## config.mk

```make
export PLATFORM = sky130hd
export DESIGN_NAME = mbbhp_port
export DESIGN_NICKNAME = d
export VERILOG_FILES = /design/src/mbbhp_pkg.sv /design/src/mbbhp_sync.sv /design/src/mbbhp_port.sv
export SDC_FILE = /design/constraint.sdc
export NUM_CORES = 1
export LEC_CHECK = 0
export BUFFER_PORTS_ARGS = -buffer_cell sky130_fd_sc_hd__buf_4
export CAP_MARGIN = 25
export CORE_MARGIN = 8
export CORE_UTILIZATION = 35
export CTS_CLUSTER_SIZE = 8
export DETAILED_ROUTE_END_ITERATION = 7
export PLACE_DENSITY = 0.64
export REMOVE_ABC_BUFFERS = 1
export SYNTH_ARGS = -nofsm -noshare
export SYNTH_HDL_FRONTEND = slang
export SYNTH_HIERARCHICAL = 1
export SYNTH_SLANG_ARGS = --single-unit
```

## constraint.sdc

```tcl
create_clock -name i_core_clk -period 1.7 [get_ports i_core_clk]
set_input_delay 0.085 -clock i_core_clk [delete_from_list [all_inputs] [get_ports i_core_clk]]
set_output_delay 0.085 -clock i_core_clk [all_outputs]
set_load 0.01 [all_outputs]
```

## src/mbbhp_pkg.sv

```systemverilog
// Purpose: shared constants for the muxed byte bus host port
// Assumes: one core clock, strobes arrive asynchronously from the host
// Notes:   no software-visible registers
package mbbhp_pkg;
	localparam int DATA_W            = 8;
	localparam int SYNC_STAGES       = 3;
	localparam logic       SYNC_RESET_VAL  = 1'b0;
	localparam logic       STYLE_RESET_VAL = 1'b0;
	localparam logic [7:0] ADDR_RESET_VAL  = 8'h00;
	localparam logic [7:0] DATA_RESET_VAL  = 8'h00;

	typedef enum logic [1:0] {
		MBBHP_IDLE,
		MBBHP_ADDR,
		MBBHP_READ
	} mbbhp_state_t;
endpackage

```

## src/mbbhp_sync.sv

```systemverilog
// Purpose: three-flop synchroniser with agreement filter for one pin
// Assumes: i_pin is asynchronous to i_core_clk
// Notes:   output changes only when stages two and three agree
`timescale 1ns/10ps
module mbbhp_sync #(
	parameter logic RESET_VAL = 1'b0
) (
	input  wire logic i_core_clk,
	input  wire logic i_rst,
	input  wire logic i_pin,
	output logic      o_level
);
	// ==========================================================
	// sampling chain
	logic [2:0] chain_reg;
	logic [2:0] chain_next;
	logic       level_reg;
	logic       level_next;

	always_comb begin
		chain_next = {chain_reg[1:0], i_pin};
		level_next = level_reg;
		// stage one is never looked at directly, only stages two and three
		if (chain_reg[1] == chain_reg[2]) begin
			level_next = chain_reg[2];
		end
	end

	always_ff @(posedge i_core_clk or posedge i_rst) begin
		if (i_rst) begin
			chain_reg <= {3{RESET_VAL}};
			level_reg <= RESET_VAL;
		end else begin
			chain_reg <= chain_next;
			level_reg <= level_next;
		end
	end

	assign o_level = level_reg;
endmodule

```

## src/mbbhp_port.sv

```systemverilog
// Purpose: multiplexed byte-wide host port with two strobe styles
// Assumes: host strobes, select and bus are asynchronous; storage lies outside
// Notes:   address and write data are taken from a clocked copy of the bus
`timescale 1ns/10ps
module mbbhp_port (
	input  wire logic       i_core_clk,
	input  wire logic       i_rst,
	input  wire logic       i_bus_style_select,
	input  wire logic       i_address_strobe,
	input  wire logic       i_data_or_read_strobe,
	input  wire logic       i_read_write,
	input  wire logic       i_chip_select_n,
	input  wire logic       i_power_fail_threshold,
	input  wire logic [7:0] i_muxed_addr_data_bus,
	output logic      [7:0] o_muxed_addr_data_bus,
	output logic            o_muxed_addr_data_bus_oe,
	input  wire logic [7:0] i_read_data,
	output logic      [7:0] o_addr,
	output logic            o_addr_valid,
	output logic            o_read_req,
	output logic      [7:0] o_write_data,
	output logic            o_write_req,
	output logic            o_strobe_style
);
	// ==========================================================
	// synchronisers
	logic as_s;
	logic ds_s;
	logic rw_s;
	logic csn_s;
	logic pf_s;
	logic sty_s;
	logic [7:0] bus_s;

	mbbhp_sync #(.RESET_VAL(1'b0)) u_as (.i_core_clk(i_core_clk), .i_rst(i_rst),
		.i_pin(i_address_strobe), .o_level(as_s));
	mbbhp_sync #(.RESET_VAL(1'b1)) u_ds (.i_core_clk(i_core_clk), .i_rst(i_rst),
		.i_pin(i_data_or_read_strobe), .o_level(ds_s));
	mbbhp_sync #(.RESET_VAL(1'b1)) u_rw (.i_core_clk(i_core_clk), .i_rst(i_rst),
		.i_pin(i_read_write), .o_level(rw_s));
	mbbhp_sync #(.RESET_VAL(1'b1)) u_cs (.i_core_clk(i_core_clk), .i_rst(i_rst),
		.i_pin(i_chip_select_n), .o_level(csn_s));
	mbbhp_sync #(.RESET_VAL(1'b0)) u_pf (.i_core_clk(i_core_clk), .i_rst(i_rst),
		.i_pin(i_power_fail_threshold), .o_level(pf_s));
	mbbhp_sync #(.RESET_VAL(1'b0)) u_sty (.i_core_clk(i_core_clk), .i_rst(i_rst),
		.i_pin(i_bus_style_select), .o_level(sty_s));

	genvar gi;
	generate
		for (gi = 0; gi < mbbhp_pkg::DATA_W; gi++) begin : g_bus
			mbbhp_sync #(.RESET_VAL(1'b0)) u_bit (.i_core_clk(i_core_clk), .i_rst(i_rst),
				.i_pin(i_muxed_addr_data_bus[gi]), .o_level(bus_s[gi]));
		end
	endgenerate

	// ==========================================================
	// edge history
	logic as_d_reg, as_d_next;
	logic ds_d_reg, ds_d_next;
	logic rw_d_reg, rw_d_next;

	always_comb begin
		as_d_next = as_s;
		ds_d_next = ds_s;
		rw_d_next = rw_s;
	end

	always_ff @(posedge i_core_clk or posedge i_rst) begin
		if (i_rst) begin
			as_d_reg <= mbbhp_pkg::SYNC_RESET_VAL;
			ds_d_reg <= 1'b1;
			rw_d_reg <= 1'b1;
		end else begin
			as_d_reg <= as_d_next;
			ds_d_reg <= ds_d_next;
			rw_d_reg <= rw_d_next;
		end
	end

	logic as_fall, as_rise, ds_fall, ds_rise, rw_rise;
	logic sel;
	logic strobe_mode;
	logic read_level;

	assign as_fall     = as_d_reg & ~as_s;
	assign as_rise     = ~as_d_reg & as_s;
	assign ds_fall     = ds_d_reg & ~ds_s;
	assign ds_rise     = ~ds_d_reg & ds_s;
	assign rw_rise     = ~rw_d_reg & rw_s;
	assign strobe_mode = sty_s;
	// power fail acts as if select were released
	assign sel         = ~csn_s & ~pf_s;
	// strobe style: both high; ram style: read low with write high
	assign read_level  = strobe_mode ? (ds_s & rw_s) : (~ds_s & rw_s);

	// ==========================================================
	// port state
	mbbhp_pkg::mbbhp_state_t state_reg, state_next;
	logic [7:0] addr_reg, addr_next;
	logic       addr_valid_reg, addr_valid_next;
	logic [7:0] wdata_reg, wdata_next;
	logic       wreq_reg, wreq_next;
	logic       rreq_reg, rreq_next;
	logic [7:0] dout_reg, dout_next;
	logic       oe_reg, oe_next;
	logic       style_reg, style_next;

	always_comb begin
		state_next      = state_reg;
		addr_next       = addr_reg;
		addr_valid_next = addr_valid_reg;
		wdata_next      = wdata_reg;
		wreq_next       = 1'b0;
		rreq_next       = 1'b0;
		dout_next       = dout_reg;
		oe_next         = oe_reg;
		style_next      = strobe_mode;
		if (as_rise) begin
			addr_valid_next = 1'b0;
			oe_next         = 1'b0;
			state_next      = mbbhp_pkg::MBBHP_IDLE;
		end
		case (state_reg)
			mbbhp_pkg::MBBHP_IDLE: begin
				if (as_fall) begin
					// address is latched even with select inactive
					addr_next       = bus_s;
					addr_valid_next = 1'b1;
					state_next      = mbbhp_pkg::MBBHP_ADDR;
				end
			end
			mbbhp_pkg::MBBHP_ADDR: begin
				// one access per address phase; a new strobe is needed after it
				if (strobe_mode && ds_fall && !rw_s) begin
					if (sel) begin
						wdata_next = bus_s;
						wreq_next  = 1'b1;
					end
					addr_valid_next = 1'b0;
					state_next      = mbbhp_pkg::MBBHP_IDLE;
				end else if (!strobe_mode && rw_rise) begin
					if (sel) begin
						wdata_next = bus_s;
						wreq_next  = 1'b1;
					end
					addr_valid_next = 1'b0;
					state_next      = mbbhp_pkg::MBBHP_IDLE;
				end else if (read_level) begin
					if (sel) begin
						rreq_next = 1'b1;
						oe_next   = 1'b1;
					end
					state_next = mbbhp_pkg::MBBHP_READ;
				end
			end
			mbbhp_pkg::MBBHP_READ: begin
				dout_next = i_read_data;
				if ((strobe_mode && ds_fall) || (!strobe_mode && ds_rise) || !sel) begin
					oe_next         = 1'b0;
					addr_valid_next = 1'b0;
					state_next      = mbbhp_pkg::MBBHP_IDLE;
				end
			end
			default: begin
				state_next = mbbhp_pkg::MBBHP_IDLE;
			end
		endcase
	end

	always_ff @(posedge i_core_clk or posedge i_rst) begin
		if (i_rst) begin
			state_reg      <= mbbhp_pkg::MBBHP_IDLE;
			addr_reg       <= mbbhp_pkg::ADDR_RESET_VAL;
			addr_valid_reg <= 1'b0;
			wdata_reg      <= mbbhp_pkg::DATA_RESET_VAL;
			wreq_reg       <= 1'b0;
			rreq_reg       <= 1'b0;
			dout_reg       <= mbbhp_pkg::DATA_RESET_VAL;
			oe_reg         <= 1'b0;
			style_reg      <= mbbhp_pkg::STYLE_RESET_VAL;
		end else begin
			state_reg      <= state_next;
			addr_reg       <= addr_next;
			addr_valid_reg <= addr_valid_next;
			wdata_reg      <= wdata_next;
			wreq_reg       <= wreq_next;
			rreq_reg       <= rreq_next;
			dout_reg       <= dout_next;
			oe_reg         <= oe_next;
			style_reg      <= style_next;
		end
	end

	// ==========================================================
	// outputs
	assign o_addr                   = addr_reg;
	assign o_addr_valid             = addr_valid_reg;
	assign o_read_req               = rreq_reg;
	assign o_write_data             = wdata_reg;
	assign o_write_req              = wreq_reg;
	assign o_muxed_addr_data_bus    = dout_reg;
	assign o_muxed_addr_data_bus_oe = oe_reg;
	assign o_strobe_style           = style_reg;
endmodule

```

==> results.py <==
metrics = {
    "outcome": {
        "status": "finished, final reports clean",
    },
    "final_layout": {
        "drive_above_1_share": 0.431,
        "largest_register_ffs": 24,
        "finalNetCount": 306,
        "antennaDiodeCount": 0,
        "regArea_mm2": 0.00227,
        "final.fill_count": 744,
        "final_common_cell": "dfrtp_1",
        "design_area_mm2": 0.00414,
        "area_delta_synth_final_pct": 33.8,
        "multi_input_area_um2": 751,
        "most-common-layout-cells": "dfrtp_1, buf_4, dlygate4sd3_1",
    },
    "floorplanning": {
        "die_x_um": 110,
        "initial_core_util": 0.358,
        "die_area_mm2": 0.0121,
        "core_mm2": 0.00864,
        "io_pins": 53,
        "row_count": 34,
        "dieHeight_um": 110,
    },
    "sta": {
        "finalCriticalPeriod_ns": 1.61,
        "max_freq_mhz": 623,
        "relSlewSlack": 0.660,
        "setup_violations": 0,
        "tightestPinTransition_ns": 0.497,
        "rsz0062_at_grt": "no",
        "setup_tns_ns": 0,
        "finalClockSkew_ns": 0.00659,
        "finalHoldViolCount": 0,
        "fin_crit_sh": 0.944,
        "finalMaxSlewViolations": 0,
    },
    "clock_tree": {
        "worstSkewPairLatency_ns": 0.34,
        "cts.reportedPaths.clkPinSlew_ns": 0.08,
        "cts_buffer_depth": 2,
        "clock-sinks": 90,
        "cts_max_level": 3,
        "cts_tree": "yes",
        "cts_made_buffers": 9,
        "root_buffer": "clkbuf_8",
    },
    "worst_hold_path": {
        "min_path_type": "primary input to asynchronous set/reset pin",
    },
    "detailed_routing": {
        "post_drt_wl_per_cell_um": 14.2,
        "vias": 1720,
        "drt_first_pass_iters": 4,
        "drc": 0,
        "detail_route.iter0.violations": 46,
        "via_per_inst": 4.40,
        "ant_nets": 0,
        "drt_wl_total_um": 5560,
    },
    "grt": {
        "antenna_found_initial": 0,
        "track_usage": 0.101,
        "grt.overflow.total": 0,
        "first_global_vias": 1923,
        "grt_pass1_wl_um": 9260,
        "grt_max_degree": 19,
    },
    "critical_path": {
        "cp-start-kind": "flop",
        "path_max_fanout": 5,
        "worst-path-buf-inv": 1,
        "worst_path_largest_cell_delay_ns": 0.44,
        "path_class": "flop to flop",
        "critPathRequiredTime_ns": 1.93,
        "cp_top_family": "flip-flops",
        "path_cells": "inv_1 -> ha_1 -> nor3b_2 -> and3_1 -> o41a_1",
        "cp-end-kind": "flop",
        "cpMaxStageDelayCell": "dfrtp_1",
        "cp.arrival_ns": 1.84,
    },
    "power_and_ir_drop": {
        "peakVddDrop_mv": 0.551,
        "p_per_area_mw_per_mm2": 1390,
        "power_mw": 5.74,
        "p_leak_nw": 1.93,
    },
    "synth": {
        "synth_top_cell_by_area": "dfrtp_1",
        "avgSynthCellArea_um2": 16.7,
        "netlist_instances": 185,
        "yosysWarnings": 6,
        "seq_area_frac_synth": 0.734,
        "synth.area.top_cells": "dfrtp_1, dfstp_2, maj3_2",
        "ys_seq_elements": 90,
        "syn_area_mm2": 0.00309,
        "yosysUniqueCellTypes": 34,
        "yosysTopAreaCellShare": 0.615,
    },
    "placed_design": {
        "postPlaceCellArea_mm2": 0.00367,
        "numPortBuffers": 52,
        "hpwlAfterDp_um": 3950,
        "globalplace.congestion": 0.823,
    },
    "job": {
        "max_cap_viol_count": 0,
    },
}
area by class of cell:
type,instances,share of cell area
clock buffer,12,0.0375
clock inverter,4,0.0178
inverter,20,0.0181
multi-input combinational,74,0.181
sequential,90,0.548
tap,108,0.0326
timing repair buffer,83,0.164
metal layers:
| metal | vias up | track usage | share of wire |
|---|---|---|---|
| met5 | - | 0 | 0 |
| met4 | 0 | 0.0636 | 0.024 |
| met3 | 10 | 0.0262 | 0.072 |
| met2 | 52 | 0.149 | 0.45 |
| met1 | 839 | 0.130 | 0.46 |
| li1 | 819 | - | - |
worst reg2reg max path: cells and delay by family (launching register included):
| family | cells | cell delay, ns |
|---|---|---|
| flip-flops | 1 | 0.44 |
| AND/OR/NAND/NOR | 2 | 0.38 |
| AO/OA/AOI/OAI | 1 | 0.36 |
| adder cells (fa/ha/maj) | 1 | 0.21 |
| buffers and inverters | 1 | 0.10 |
final timing paths:
check,from,end,slack (ns),depth (start not counted)
min in group i_core_clk,g_bus[1].u_bit/chain_reg[0],g_bus[1].u_bit/chain_reg[1],0.35,0
setup reg to reg,state_reg[0],o_addr_valid,0.09,5
setup / recovery,state_reg[0],o_addr_valid,0.09,5
hold reg to reg,g_bus[1].u_bit/chain_reg[0],g_bus[1].u_bit/chain_reg[1],0.35,0
max in group asynchronous,i_rst,ds_d_reg,1.00,4
hold / removal,i_rst,g_bus[6].u_bit/chain_reg[1],0.28,3
stage by stage:
stage | hold WS (ns) | std cells | setup slack (ns) | utilization
detailed placement | 0.0868 | 351 | 0.0743 | 0.425
floorplan | -0.149 | 184 | 0.0978 | -
finish | 0.276 | 391 | 0.0949 | 0.479
CTS | 0.257 | 390 | 0.0589 | 0.478
global placement | 0.0798 | 351 | 0.111 | 0.425
global route | 0.271 | 391 | 0.00567 | 0.479
cell usage after synthesis:
cell	number
maj3_2	14
nor3b_1	1
o21ai_4	1
mux2_2	12
nand3b_1	2
nand3_1	2
a32oi_1	2
a22oi_1	1
inv_2	1
or3b_1	1
buf_2	1
nand2_1	2
mux2_1	12
a21oi_1	1
and4bb_4	1
o21ai_0	1
o2bb2ai_1	1
xnor2_1	1
nand2b_1	2
nor3_1	1
or3_1	1
a2111oi_0	1
nor3b_2	3
o211a_1	1
o311a_1	1
dfrtp_1	76
o41a_1	1
inv_1	19
ha_1	4
and2_2	1
o2111ai_1	1
dfstp_2	14
o32ai_1	1
and3_1	1
report_power, final:
group	switching (mW)	internal [mW]
sequential	0.233	2.54
combinational	0.565	0.787
clock	0.703	0.909
what timing repair did:
| action | CTS | global route |
|---|---|---|
| buffers inserted | 0 | 1 |
| setup endpoints to repair | 0 | 8 |
| resized for setup | 0 | 1 |
| hold buffers | 23 | 0 |
| endpoints found under the hold margin | 110 | 0 |
cells by family after synthesis:
logic type                 synth area share
buffers and inverters                0.0259
muxes                                0.0873
xor gates and xnor gates            0.00283
DFF                                   0.734
adders and majority gates            0.0671
and+or+nand+nor                      0.0453
AOI/OAI and AO/OA                    0.0380
Power figures use the tool's default switching activity.
